==> src/pkg/acs_pkg.sv <==
/*
   Package for the converter sequencer: register offsets, field positions, reset values,
   timing counts and the carrier structs. Assumes a 32-bit Avalon-MM register bus.
*/
// What this block does
// Channel and reference apply only while enabled.
// Ten-bit result in two bytes, alignable.
// Low byte read locks both result bytes.
// High byte read unlocks result updates.
// Software reads low byte then high byte.
// Complete flag sets even when result dropped.
// Start bit begins conversion, clears at end.
// Channel change waits for running conversion.
// Trigger rising edge resets prescaler, starts.
// Trigger edges during conversion are ignored.
// Held trigger level never restarts conversion.
// Software clears flag trigger before next event.
// Complete flag as trigger means free running.
// Start bit works and reads busy always.
// Prescaler runs while enabled, reset otherwise.
// Software start waits for next converter clock.
// Thirteen cycles normal, twenty-five first conversion.
// Sample at 1.5 normal, 14.5 first.
// Completion stores result, sets flag, clears start.
// Triggered sample two cycles after edge.
// Free running restarts at once, start stays.
// Software keeps converter clock 50 to 200 kHz.
// Selection tracked until start, locked during.
// Input disable bit forces pin bit zero.
package acs_pkg;
   localparam logic [3:0] OFS_CHREF   = 4'h0;
   localparam logic [3:0] OFS_CTRL_A  = 4'h4;
   localparam logic [3:0] OFS_CTRL_B  = 4'h8;
   localparam logic [3:0] OFS_RES_LO  = 4'hC;
   localparam logic [3:0] OFS_RES_HI  = 4'h0;
   localparam logic [5:0] OFS_HI_FULL = 6'h10;
   localparam logic [5:0] OFS_DIDR    = 6'h14;
   localparam logic [5:0] OFS_PINS    = 6'h18;
   // Channel/reference register fields.
   localparam int CH_LSB  = 0;
   localparam int LAR_BIT = 5;
   localparam int REF_BIT = 6;
   // Control A fields, then the control B trigger select, reset byte and input disable mask.
   localparam int PS_LSB   = 0;
   localparam int IE_BIT   = 3;
   localparam int IF_BIT   = 4;
   localparam int ATE_BIT  = 5;
   localparam int SC_BIT   = 6;
   localparam int EN_BIT   = 7;
   localparam int TS_LSB   = 0;
   localparam logic [2:0] TS_FREE = 3'h0;
   localparam logic [7:0] RST_BYTE = 8'h00;
   localparam logic [7:0] DIDR_MASK = 8'h3F;
   // Timing in converter clock cycles, counted in half cycles.
   localparam logic [5:0] HALF_NORMAL = 6'd26;
   localparam logic [5:0] HALF_FIRST  = 6'd50;
   localparam logic [5:0] SH_NORMAL   = 6'd3;
   localparam logic [5:0] SH_FIRST    = 6'd29;
   localparam logic [5:0] SH_AUTO     = 6'd4;
   localparam logic [5:0] HALF_AUTO   = 6'd27;
   typedef struct packed {
      logic       ref_sel;
      logic [1:0] chan;
   } acs_sel_s;
   typedef struct packed {
      logic       sample;
      logic       busy;
      acs_sel_s   sel;
   } acs_ana_s;
endpackage

==> src/acs_sequencer.sv <==
/*
   Converter sequencer top: Avalon-MM register slave, prescaler, start/trigger logic,
   conversion timing, result lock. Assumes the SAR array returns its 10-bit code on
   SAR_RESULT by the end of a conversion and that triggers arrive asynchronously.
*/
// Decided for this implementation: the Avalon-MM slave port and the address map.
`timescale 1ns/1ns
`default_nettype none
module acs_sequencer (
   input  wire logic         CORE_CLK,
   input  wire logic         NRST,
   input  wire logic [5:0]   AVS_ADDRESS,
   input  wire logic         AVS_READ,
   input  wire logic         AVS_WRITE,
   input  wire logic [31:0]  AVS_WRITEDATA,
   input  wire logic [3:0]   AVS_BYTEENABLE,
   output logic      [31:0]  AVS_READDATA,
   output logic              AVS_WAITREQUEST,
   input  wire logic [7:0]   TRIGGER_IN,
   input  wire logic [9:0]   SAR_RESULT,
   input  wire logic [5:0]   PIN_IN,
   output acs_pkg::acs_ana_s ANALOG_CTRL,
   output logic              CONV_DONE_IRQ
);
   logic [7:0] chref, ctrl_b, didr;
   logic       en, sc, ate, ie, flag;
   logic [2:0] ps;
   logic [9:0] res;
   logic       locked, first, busy, auto_run;
   logic [5:0] half;
   logic [7:0] pre;
   logic [1:0] trg_s0, trg_s1, trg_s2;
   logic       trg_prev;
   logic [5:0] pin_s0, pin_s1;
   logic       done, wr, rd, fin;
   logic       trig_sel, trig_rise, ack;
   logic       adc_edge;
   logic       pend;
   logic       first_conv;
   logic [5:0] sh_point;
   acs_pkg::acs_sel_s sel_buf;

   // Bus answers in the cycle after the request; waitrequest drops for that one edge.
   // A write lands at the request edge; ack masks the held request at the answer edge.
   assign wr = AVS_WRITE && !ack;
   assign rd = AVS_READ && !ack;
   always_ff @(posedge CORE_CLK or negedge NRST) begin
      if (!NRST) begin
         ack <= 1'b0;
         AVS_WAITREQUEST <= 1'b1;
      end else begin
         ack <= (AVS_READ || AVS_WRITE) && !ack;
         AVS_WAITREQUEST <= !((AVS_READ || AVS_WRITE) && !ack);
      end
   end

   // Two-flop synchroniser on the selected trigger, then two stages (trg_s1, trg_prev) for the edge detector.
   // Only the second flop fans out, so a metastable first stage never reaches logic.
   // Changing the trigger source while armed may show one false edge.
   always_ff @(posedge CORE_CLK or negedge NRST) begin
      if (!NRST) begin
         trg_s0 <= 2'b00;
         trg_s1 <= 2'b00;
         trg_prev <= 1'b0;
      end else begin
         trg_s0 <= {trg_s0[0], TRIGGER_IN[ctrl_b[2:0]]};
         trg_s1 <= {2{trg_s0[1]}};
         trg_prev <= trg_s1[1];
      end
   end

   // Pin states pass two flops before the readback sees them.
   always_ff @(posedge CORE_CLK or negedge NRST) begin
      if (!NRST) begin
         pin_s0 <= 6'h00;
         pin_s1 <= 6'h00;
      end else begin
         pin_s0 <= PIN_IN;
         pin_s1 <= pin_s0;
      end
   end
   assign trg_s2 = trg_s1;
   assign trig_sel = (ctrl_b[2:0] == acs_pkg::TS_FREE) ? flag : trg_s2[1];
   // Only a fresh rising edge counts; a held level does nothing.
   assign trig_rise = ate && en && !busy && (ctrl_b[2:0] != acs_pkg::TS_FREE)
                      && trg_s2[1] && !trg_prev;  // see R9

   // Prescaler divides by 2^ps (minimum 2), cleared while disabled or on trigger.
   // Clearing it on a trigger fixes the delay from trigger edge to sample.
   always_ff @(posedge CORE_CLK or negedge NRST) begin
      if (!NRST) begin
         pre <= 8'h00;
      end else if (!en || trig_rise) begin
         pre <= 8'h00;  // see R15
      end else begin
         pre <= pre + 8'h01;
      end
   end
   // Edge pulses at each converter half cycle.
   always_comb begin
      logic [7:0] m;
      m = (ps == 3'h0) ? 8'h00 : ((8'h01 << ps) >> 1) - 8'h01;
      adc_edge = en && ((pre & m) == m);
   end

   assign done = busy && (half == 6'd1) && adc_edge;
   assign fin = done;

   always_ff @(posedge CORE_CLK or negedge NRST) begin
      if (!NRST) begin
         busy <= 1'b0;
         half <= 6'h00;
         first <= 1'b1;
         auto_run <= 1'b0;
         pend <= 1'b0;
         first_conv <= 1'b0;
      end else if (!en) begin
         busy <= 1'b0;
         half <= 6'h00;
         first <= 1'b1;
         pend <= 1'b0;
         first_conv <= 1'b0;
      end else if (trig_rise) begin
         busy <= 1'b1;
         auto_run <= 1'b1;
         half <= first ? acs_pkg::HALF_FIRST : acs_pkg::HALF_AUTO;
         first <= 1'b0;
         first_conv <= first;
      end else if (adc_edge) begin
         if (busy) begin
            half <= half - 6'd1;
            if (half == 6'd1) begin
               // Free running restarts immediately.  see R13
               busy <= ate && (ctrl_b[2:0] == acs_pkg::TS_FREE);
               half <= acs_pkg::HALF_NORMAL;
               auto_run <= 1'b0;
               first_conv <= 1'b0;
            end
         end else if (pend || sc) begin
            busy <= 1'b1;
            pend <= 1'b0;
            half <= first ? acs_pkg::HALF_FIRST : acs_pkg::HALF_NORMAL;
            first <= 1'b0;
            first_conv <= first;
         end
      end
   end

   // Selection follows the register until start, locked during, tracking near the end.
   always_ff @(posedge CORE_CLK or negedge NRST) begin
      if (!NRST) begin
         sel_buf <= '0;
      end else if (en && (!busy || half <= 6'd2)) begin
         sel_buf <= {chref[acs_pkg::REF_BIT], chref[1:0]};  // see R1 see R8
      end
   end

   // Sample pulse placed by the half-cycle countdown.
   always_ff @(posedge CORE_CLK or negedge NRST) begin
      if (!NRST) begin
         ANALOG_CTRL <= '0;
      end else begin
         ANALOG_CTRL.sel <= sel_buf;
         ANALOG_CTRL.busy <= busy;
         ANALOG_CTRL.sample <= busy && adc_edge && (half == sh_point);  // see R18
      end
   end

   // Sample point as a countdown value; the first conversion after enable samples late
   // because the analog side spends its extra cycles settling before it holds.
   always_comb begin
      if (first_conv) begin
         sh_point = acs_pkg::HALF_FIRST - acs_pkg::SH_FIRST;
      end else if (auto_run) begin
         sh_point = acs_pkg::HALF_AUTO - acs_pkg::SH_AUTO;
      end else begin
         sh_point = acs_pkg::HALF_NORMAL - acs_pkg::SH_NORMAL;
      end
   end

   // Registers.
   always_ff @(posedge CORE_CLK or negedge NRST) begin
      if (!NRST) begin
         chref <= acs_pkg::RST_BYTE;
         ctrl_b <= acs_pkg::RST_BYTE;
         didr <= acs_pkg::RST_BYTE;
         en <= 1'b0;
         sc <= 1'b0;
         ate <= 1'b0;
         ie <= 1'b0;
         ps <= 3'h0;
         flag <= 1'b0;
      end else begin
         if (wr && AVS_BYTEENABLE[0]) begin
            if (AVS_ADDRESS == 6'(acs_pkg::OFS_CHREF)) begin
               chref <= AVS_WRITEDATA[7:0];
            end else if (AVS_ADDRESS == 6'(acs_pkg::OFS_CTRL_B)) begin
               // Only the trigger select field exists; the other bits read zero.
               ctrl_b <= AVS_WRITEDATA[7:0] & 8'h07;
            end else if (AVS_ADDRESS == acs_pkg::OFS_DIDR) begin
               didr <= AVS_WRITEDATA[7:0] & acs_pkg::DIDR_MASK;
            end else if (AVS_ADDRESS == 6'(acs_pkg::OFS_CTRL_A)) begin
               en <= AVS_WRITEDATA[acs_pkg::EN_BIT];
               ate <= AVS_WRITEDATA[acs_pkg::ATE_BIT];
               ie <= AVS_WRITEDATA[acs_pkg::IE_BIT];
               ps <= AVS_WRITEDATA[2:0];
            end
         end
         // Start bit: set by software, held while busy, cleared on completion except when free running.  see R7
         if (wr && AVS_BYTEENABLE[0] && AVS_ADDRESS == 6'(acs_pkg::OFS_CTRL_A)
             && AVS_WRITEDATA[acs_pkg::SC_BIT] && AVS_WRITEDATA[acs_pkg::EN_BIT])
            sc <= 1'b1;
         else if (fin && !(ate && ctrl_b[2:0] == acs_pkg::TS_FREE))
            sc <= 1'b0;
         else if (busy)
            sc <= 1'b1;
         else if (!en)
            sc <= 1'b0;
         // Flag set wins over write-one clear.  see R6
         if (fin)
            flag <= 1'b1;
         else if (wr && AVS_BYTEENABLE[0] && AVS_ADDRESS == 6'(acs_pkg::OFS_CTRL_A)
                  && AVS_WRITEDATA[acs_pkg::IF_BIT])
            flag <= 1'b0;
      end
   end

   // Result store with read lock.
   // A completion that meets the lock is dropped; the flag still sets so software can tell.
   always_ff @(posedge CORE_CLK or negedge NRST) begin
      if (!NRST) begin
         res <= 10'h000;
         locked <= 1'b0;
      end else begin
         if (fin && !locked)
            res <= SAR_RESULT;
         if (rd && AVS_ADDRESS == acs_pkg::OFS_HI_FULL)
            locked <= 1'b0;
         else if (rd && AVS_ADDRESS == 6'(acs_pkg::OFS_RES_LO))
            locked <= 1'b1;
      end
   end

   always_ff @(posedge CORE_CLK or negedge NRST) begin
      if (!NRST) begin
         AVS_READDATA <= 32'h0000_0000;
         CONV_DONE_IRQ <= 1'b0;
      end else begin
         CONV_DONE_IRQ <= flag && ie;
         AVS_READDATA <= 32'h0000_0000;
         if (rd) begin
            if (AVS_ADDRESS == 6'(acs_pkg::OFS_CHREF)) begin
               AVS_READDATA[7:0] <= chref;
            end else if (AVS_ADDRESS == 6'(acs_pkg::OFS_CTRL_A)) begin
               AVS_READDATA[7:0] <= {en, sc, ate, flag, ie, ps};
            end else if (AVS_ADDRESS == 6'(acs_pkg::OFS_CTRL_B)) begin
               AVS_READDATA[7:0] <= ctrl_b;
            end else if (AVS_ADDRESS == 6'(acs_pkg::OFS_RES_LO)) begin
               AVS_READDATA[7:0] <= chref[acs_pkg::LAR_BIT] ? {res[1:0], 6'h00}
                                                            : res[7:0];
            end else if (AVS_ADDRESS == acs_pkg::OFS_HI_FULL) begin
               AVS_READDATA[7:0] <= chref[acs_pkg::LAR_BIT] ? res[9:2]
                                                            : {6'h00, res[9:8]};
            end else if (AVS_ADDRESS == acs_pkg::OFS_DIDR) begin
               AVS_READDATA[7:0] <= didr;
            end else if (AVS_ADDRESS == acs_pkg::OFS_PINS) begin
               // Unmapped addresses read zero because the data word is cleared each cycle.
               AVS_READDATA[5:0] <= pin_s1 & ~didr[5:0];
            end
         end
      end
   end

   a_flag_on_done: assert property (@(posedge CORE_CLK) disable iff (!NRST)
      fin |=> flag)
      else $error("flag not set after completion");
   a_lock_holds: assert property (@(posedge CORE_CLK) disable iff (!NRST)
      locked && !(rd && AVS_ADDRESS == acs_pkg::OFS_HI_FULL) |=> $stable(res))
      else $error("result changed while locked");
   a_sc_busy: assert property (@(posedge CORE_CLK) disable iff (!NRST)
      busy && !fin |=> sc)
      else $error("start bit low during conversion");
   a_pre_reset: assert property (@(posedge CORE_CLK) disable iff (!NRST)
      !en |=> pre == 8'h00)
      else $error("prescaler runs while disabled");
   a_sc_clear: assert property (@(posedge CORE_CLK) disable iff (!NRST)
      fin && !ate |=> !sc)
      else $error("start bit not cleared");
   a_no_retrig: assert property (@(posedge CORE_CLK) disable iff (!NRST)
      busy && !fin |=> !trig_rise)
      else $error("trigger accepted while busy");
   a_unlock: assert property (@(posedge CORE_CLK) disable iff (!NRST)
      rd && AVS_ADDRESS == acs_pkg::OFS_HI_FULL |=> !locked)
      else $error("high read left lock set");
   a_free_run: assert property (@(posedge CORE_CLK) disable iff (!NRST)
      fin && ate && en && ctrl_b[2:0] == acs_pkg::TS_FREE |=> busy && sc)
      else $error("free running did not restart");

   // Bus handshake: one wait state, then a single answer edge.
   a_wait_answer: assert property (@(posedge CORE_CLK) disable iff (!NRST)
      (AVS_READ || AVS_WRITE) && AVS_WAITREQUEST |=> !AVS_WAITREQUEST)
      else $error("no answer one cycle after request");

   a_wait_single: assert property (@(posedge CORE_CLK) disable iff (!NRST)
      !AVS_WAITREQUEST |=> AVS_WAITREQUEST)
      else $error("answer held longer than one cycle");

   // Result lock and store, flag clear and interrupt gate.
   a_lock_on_low: assert property (@(posedge CORE_CLK) disable iff (!NRST)
      rd && AVS_ADDRESS == 6'(acs_pkg::OFS_RES_LO) |=> locked)
      else $error("low read did not lock");

   a_result_store: assert property (@(posedge CORE_CLK) disable iff (!NRST)
      fin && !locked |=> res == $past(SAR_RESULT))
      else $error("result not stored on completion");

   a_flag_clear: assert property (@(posedge CORE_CLK) disable iff (!NRST)
      wr && AVS_BYTEENABLE[0] && AVS_ADDRESS == 6'(acs_pkg::OFS_CTRL_A)
      && AVS_WRITEDATA[acs_pkg::IF_BIT] && !fin |=> !flag)
      else $error("flag not cleared by write of one");

   a_irq_gate: assert property (@(posedge CORE_CLK) disable iff (!NRST)
      !ie |=> !CONV_DONE_IRQ)
      else $error("interrupt raised while disabled");

   // Selection buffer.
   a_sel_gated: assert property (@(posedge CORE_CLK) disable iff (!NRST)
      !en |=> $stable(sel_buf))
      else $error("selection moved while disabled");

   a_sel_locked: assert property (@(posedge CORE_CLK) disable iff (!NRST)  // see R8
      en && busy && half > 6'd3 |=> $stable(sel_buf))
      else $error("selection moved during conversion");

   // Sequencing.
   a_pre_on_trig: assert property (@(posedge CORE_CLK) disable iff (!NRST)
      trig_rise |=> pre == 8'h00)
      else $error("trigger did not clear prescaler");

   a_half_range: assert property (@(posedge CORE_CLK) disable iff (!NRST)
      busy |-> half != 6'd0 && half <= acs_pkg::HALF_FIRST)
      else $error("countdown out of range");

   a_sample_busy: assert property (@(posedge CORE_CLK) disable iff (!NRST)
      ANALOG_CTRL.sample |-> ANALOG_CTRL.busy)
      else $error("sample outside conversion");

   a_start_edge: assert property (@(posedge CORE_CLK) disable iff (!NRST)
      en && !busy && sc && adc_edge && !trig_rise |=> busy)
      else $error("start not taken at converter edge");

   a_held_trigger: assert property (@(posedge CORE_CLK) disable iff (!NRST)
      fin && !(ate && ctrl_b[2:0] == acs_pkg::TS_FREE) |=> !busy)
      else $error("conversion restarted without new edge");

   a_auto_len: assert property (@(posedge CORE_CLK) disable iff (!NRST)
      trig_rise && !first |=> half == acs_pkg::HALF_AUTO)
      else $error("triggered conversion length wrong");

   a_free_keep: assert property (@(posedge CORE_CLK) disable iff (!NRST)
      busy && ate && ctrl_b[2:0] == acs_pkg::TS_FREE |=> sc)
      else $error("start bit dropped while free running");

   a_off_idle: assert property (@(posedge CORE_CLK) disable iff (!NRST)
      !en |=> !busy)
      else $error("conversion running while disabled");

   c_single: cover property (@(posedge CORE_CLK) disable iff (!NRST) fin && !ate);
   c_free: cover property (@(posedge CORE_CLK) disable iff (!NRST)
      fin && ate && ctrl_b[2:0] == acs_pkg::TS_FREE);
   c_first: cover property (@(posedge CORE_CLK) disable iff (!NRST) fin && first_conv);
   c_trig: cover property (@(posedge CORE_CLK) disable iff (!NRST) trig_rise);
   c_lost: cover property (@(posedge CORE_CLK) disable iff (!NRST) fin && locked);
endmodule
`default_nettype wire

==> config.mk <==
export PLATFORM = sky130hd
export DESIGN_NAME = acs_sequencer
export DESIGN_NICKNAME = d
export VERILOG_FILES = /design/src/pkg/acs_pkg.sv /design/src/acs_sequencer.sv
export SDC_FILE = /design/constraint.sdc
export NUM_CORES = 1
export LEC_CHECK = 0
export ABC_AREA = 1
export BUFFER_PORTS_ARGS = -buffer_cell sky130_fd_sc_hd__buf_2
export CORE_MARGIN = 4
export CORE_UTILIZATION = 55
export DETAILED_ROUTE_END_ITERATION = 6
export GPL_TIMING_DRIVEN = 0
export PLACE_DENSITY = 0.81
export SLEW_MARGIN = 10
export SYNTH_ARGS = -nofsm -noshare
export SYNTH_HDL_FRONTEND = slang
export SYNTH_SLANG_ARGS = --single-unit
==> constraint.sdc <==
create_clock -name CORE_CLK -period 4.2 [get_ports CORE_CLK]
set_input_delay 0.84 -clock CORE_CLK [delete_from_list [all_inputs] [get_ports CORE_CLK]]
set_output_delay 0.84 -clock CORE_CLK [all_outputs]
set_load 0.02 [all_outputs]
After elaboration in Yosys (flattened, before gate mapping)
Index checks and enable logic that the tools add are counted.

cells by class
  shift-type cells = 1
  equal/unequal tests = 19
  reduce and logical (&&, ||, !) cells = 50
  bitwise gates (word level) = 6
  order comparisons = 2
  muxes and demuxes = 50
  add/subtract/negate cells = 3

operator list
  operator               count
  $mux W8                10
  $mux W6                10
  $mux W1                28
  $logic_and A1 B1 Y1    25
  $eq A6 B5 Y1 const B   3
  $eq A6 B4 Y1 const B   2
  $reduce_and A3 Y1      3
  $add A8 B1 Y8 const B  1
  $and A8 B8 Y8          1
  $eq A8 B8 Y1           1
  $ne A4 B1 Y1 const B   2
  $reduce_and A4 Y1      2
  $shl A1 B3 Y8 const A  1
  $sub A7 B1 Y8 const B  1
  $logic_not A1 Y1       7
  $and A6 B6 Y6          1
  $eq A6 B1 Y1 const B   1
  $eq A6 B3 Y1 const B   1
  $eq A6 B6 Y1           1
  $le A6 B2 Y1 const B   1
  $logic_not A3 Y1       2
  $logic_not A6 Y1       1
  $ne A3 B1 Y1 const B   2
  $not A6 Y6             1
  14 further kinds       23

storage, ports and cells
  output and inout port bits = 39
  register bits after elaboration = 89
  logic and storage cells = 163

Logic depth before layout (Yosys ltp)
  depth after elaboration = 10
  gate-level depth with buffers = 16

Least setup slack after synthesis
No wires, ideal clock.

  path kind = register to register
  start point = register ps[2]
  end point = register busy
  arrival time = 1853 ps
  cell stages (with the launch flop) = 15
  slack = 2229 ps
  clock period less this slack = 1971 ps
  cell sequence = dfrtp_1 buf_6 inv_6 nand3_4 ha_1 or2_2 nand2_1 nor2_1 nand3_2 nand2_4 nand2_4 nand2_4 buf_12 nand2_1 o21ai_2

between the ends
  word-level cells in the longest chain between the ends = 7
  elaborated cells on any way between the ends = 8
  classes of those cells = add/sub (1); eq/ne (2); shift (1); mux (1); bitwise (1); reduce/logical (2)

ends and longest elaborated chain
  element                          RTL line              source
  from (decl)                      acs_sequencer.sv:27   logic [2:0] ps;
  from (signal assigned)           acs_sequencer.sv:206  ps <= AVS_WRITEDATA[2:0];
  $shl A1 B3 Y8                    acs_sequencer.sv:102  m = (ps == 3'h0) ? 8'h00 : ((8'h01 << ps) >> 1) - 8'h01;
  $sub A7 B1 Y8                    acs_sequencer.sv:102
  $mux W8 *                        acs_sequencer.sv:102
  $and A8 B8 Y8                    acs_sequencer.sv:103  adc_edge = en && ((pre & m) == m);
  $eq A8 B8 Y1 *                   acs_sequencer.sv:103
  $logic_and A1 B1 Y1 *            acs_sequencer.sv:103
  $ne A3 B1 Y1 (no source line) *  -
  to (signal assigned)             acs_sequencer.sv:134  busy <= ate && (ctrl_b[2:0] == acs_pkg::TS_FREE);
  to (decl)                        acs_sequencer.sv:29   logic locked, first, busy, auto_run;

Every way passes the cells marked *; elsewhere a longest branch is shown, timed or not.
A chain may end at the register's enable or synchronous reset.

Final worst setup path
  start point = register ps[2]
  end point = register res[5]

between the ends
  word-level cells in the longest chain between the ends = 8
  elaborated cells on any way between the ends = 9
  classes of those cells = add/sub (1); eq/ne (1); shift (1); mux (1); bitwise (1); reduce/logical (4)

ends and longest elaborated chain
  element                RTL line              source
  $shl A1 B3 Y8          acs_sequencer.sv:102
  $sub A7 B1 Y8          acs_sequencer.sv:102
  $mux W8 *              acs_sequencer.sv:102
  $and A8 B8 Y8          acs_sequencer.sv:103
  $eq A8 B8 Y1 *         acs_sequencer.sv:103
  $logic_and A1 B1 Y1 *  acs_sequencer.sv:103
  $logic_and A1 B1 Y1 *  acs_sequencer.sv:106  assign done = busy && (half == 6'd1) && adc_edge;
  $logic_and A1 B1 Y1 *  acs_sequencer.sv:235  if (fin && !locked)
  to (signal assigned)   acs_sequencer.sv:232  res <= 10'h000;
  to (signal assigned)   acs_sequencer.sv:236  res <= SAR_RESULT;
  to (decl)              acs_sequencer.sv:28   logic [9:0] res;

Marks and branches as above.

==> summary.md <==
| Metric | Value |
|---|---|
| First-pass GRT wire length | 17.11 mm |
| Fin. Hold Viols | 0 |
| Period utilization | 52.87% |
| Crit-path slowest cell | dfrtp_1 |
| FF-to-FF path depth | 14 |
| Chip height | 99.56 um |
| Buffers on Ports | 57 |
| CTS Hold Bufs | 0 |
| Busiest grt layer | met2 |
| Clock H-tree levels | 3 |
| Adder-Cell Fraction of Synth Area | 2.985% |
| Worst hold margin | 354.8 ps |
| Switching pwr | 484.9 uW |
| Placer Congestion | 0.9415 |
| Setup_tns | 0 ps |
| Most common cell after layout, fill and taps aside | nand2_1 |
| DR iter-0 viols | 219 |
| Initial Util | 56.40% |
| Synth Area per Inst | 8.749 um^2 |
| Met1 Usage GRT | 27.97% |
| Largest family of logic cells by synthesized area | simple AND/OR/NAND/NOR gates |
| Synth Flop Type | dfrtp_1 |
| Clock tree buffer depth | 2 |
| Sequential share of power | 51.8% |
| P&R area growth vs syn | 16.04% |
| Crit path depth | 14 |
| Power Total | 1.749 mW |
| CP max stage delay | 440 ps |
| P_leak | 2.726 nW |
| Worst hold path class | register to register |
| Tmin final | 2220 ps |
| Simple-gate share of the synthesized area | 25.67% |
| M2 GR Usage | 36.62% |
| Compound-Gate Fraction of Synth Area | 10.15% |
| Worst EP required | 4450 ps |
| DR vias | 3782 |
| Most frequent cells in the layout | 120 x nand2_1, 86 x dfrtp_1, 62 x buf_2 |
| Antenna diodes | 0 |
| Layout Skew | 10.79 ps |
| Clock slew at reported path FFs | 90 ps |
| Clk_lat worst skew | 360 ps |
| Synth Cell Area | 4611 um^2 |
| CTS Sinks | 88 |
| Cell mode on critical path | nand2_1 |
| Final Max Tran Viols | 0 |
| Routed Antenna Nets | 0 |
| Post_cts resized | 0 |
| Critical-path cell list | buf_6 > inv_6 > nand3_4 > ha_1 > inv_1 > nand2_1 > nand3_2 > nand2_1 > nor2_1 > nand3_2 > nand2_4 > nand4_2 > nand2_1 > nand2_1 |
| Final #Nets | 700 |
| TritonCTS clock tree | done |
| FFs w/ async S/R, synth | 100.0% |
| Initial antenna violation count | 0 |
| Clk pwr share | 34.6% |
| Post-route cell area | 5350 um^2 |
| Layout cell share with drive strength beyond 1 | 25.32% |
| Sequential cell area | 2205 um^2 |
| Unrepaired setup endpoints after global routing | false |
| DRC | 0 |
| Synth unique cells | 46 |
| Clock Tree Root | clkbuf_8 |
| Max Fclk | 450.4 MHz |
| Setup-failing EPs final | 0 |
| Largest net degree at the start of global routing | 61 |
| Worst setup path endpoint | res[5] |
| Avg Vias per Cell | 5.188 |
| Post-synthesis mux area share | 0.9769% |
| R2r startpoint | ps[2] |
| Io pins | 109 |
| Worst R2R Setup Slack | 1980 ps |
| CP Launch Point | ps[2] |
| Row Count | 33 |
| Type of origin of the critical path | register |
| Warnings from Yosys | 0 |
| Core area | 8175 um^2 |
| Critical path's top delay family | simple AND/OR/NAND/NOR gates |
| Vias in the first global route | 3650 |
| Switching Share | 27.73% |
| Fin cells | 729 |
| Critical path class | register to register |
| Post-CTS Setup Bufs | 0 |
| WP data arrival | 2470 ps |
| Routed wire length per instance | 14.04 um |
| Worst Path Max Fanout | 10 |
| Gate Count Post-Synth | 527 |
| Multi-input logic area | 1968 um^2 |
| GR Overflow Total | 0 |
| Number of synthesized flops with an enable pin | 0 |
| Crit. End Element | register |
| CP bufs+invs | 3 |
| Setup ws final | 1980 ps |
| Final core utilization | 65.44% |
| Worst VDD drop | 202.6 uV |
| RR Endpoint | res[5] |
| Gr usage total | 21.58% |
| M3 GR Usage | 3.296% |
| Instance area at placement | 5144 um^2 |
| Place WS | 1919 ps |
| Int Pwr | 1.264 mW |
| Max-cap viol count | 0 |
| Die X-Extent | 99.56 um |
| Flops & latches, synth | 88 |
| Fill count | 695 |
| Status | finished clean |
| Inserted Clock Buffers | 9 |
| Post-synthesis xor/xnor area fraction | 0.9498% |
| Hold Crit Start | pin_s0[1] |
| Post-DP HPWL | 7.798 mm |
| Placed cells | 713 |
| Seq/Total Area, Yosys | 47.82% |
| Power per cell area | 326.9 nW/um^2 |
| 1st-pass router iterations | 4 |
| Die area | 9912 um^2 |
| Gate power share | 13.6% |
| Post-Route WL | 10.23 mm |
[power groups by stage]
| stage | clock network [mW] | logic, mW | registers, mW |
|---|---|---|---|
| global placement | 0 | 0.226 | 0.921 |
| CTS | 0.612 | 0.238 | 0.906 |
| detailed placement | 0 | 0.237 | 0.923 |
| floorplan | 0 | 0.155 | 0.922 |
| global route | 0.650 | 0.265 | 0.910 |
| finish | 0.604 | 0.238 | 0.906 |
[state kept, by name (all words and copies together), names as in the netlist, 2 cells and up]
register,count
ANALOG_CTRL,5
AVS_READDATA,8
chref,8
ctrl_b,3
didr,6
half,6
pin_s0,6
pin_s1,6
pre,8
ps,3
res,10
sel_buf,3
trg_s0,2
[cell usage after synthesis (4+ instances only)]
library cell,count,share of area (%)
nand3_2,11,2.4
o21ai_1,6,0.65
o211ai_1,4,0.65
o21ai_0,33,3.6
ha_1,11,3.0
nand2_2,5,0.68
inv_1,52,4.2
mux2_2,4,0.98
dfrtp_1,86,47
nand3_1,21,2.3
buf_6,4,0.98
nand2_4,4,0.98
a31oi_1,10,1.4
o22ai_1,4,0.54
a21oi_1,16,1.7
nand2_1,120,9.8
nor2_1,38,3.1
nor3_1,7,0.76
buf_4,26,4.2
buf_2,6,0.65
xor2_1,4,0.76
nand4_1,18,2.4
[metal layers]
metal	vias up	share of wire, %
met2	89	51
met3	18	4.1
li1	1862	-
met1	1813	42
met4	0	2.1
met5	-	0
[worst min-delay path by stage]
stage,end,slack (ps),cells after the start
after CTS,pin_s1[1],360,0
after global placement,pin_s1[2],330,0
after floorplan,pin_s1[0],330,0
final,pin_s1[1],350,0
after detailed placement,trg_s0[1],340,0
after global routing,trg_s1[0],360,0
[cell type report]
class / count / area share (%)
Sequential cell: 88 / 41.21
Multi-Input combinational cell: 366 / 36.79
Timing Repair Buffer: 58 / 5.893
Buffer: 38 / 5.496
Inverter: 58 / 4.303
Clock buffer: 10 / 2.572
Tap cell: 105 / 2.456
Clock inverter: 6 / 1.286
[cell families (layout without fill, tap and decap cells)]
| logic type | after synthesis | count (layout) |
|---|---|---|
| DFF | 88 | 88 |
| buffers and inverters | 96 | 170 |
| muxes | 4 | 4 |
| and+or+nand+nor | 240 | 240 |
| other | 1 | 24 |
| AOI/OAI and AO/OA | 82 | 82 |
| adders and majority gates | 11 | 11 |
| xor gates and xnor gates | 5 | 5 |
Note: power is estimated with default switching activity, not from simulation.
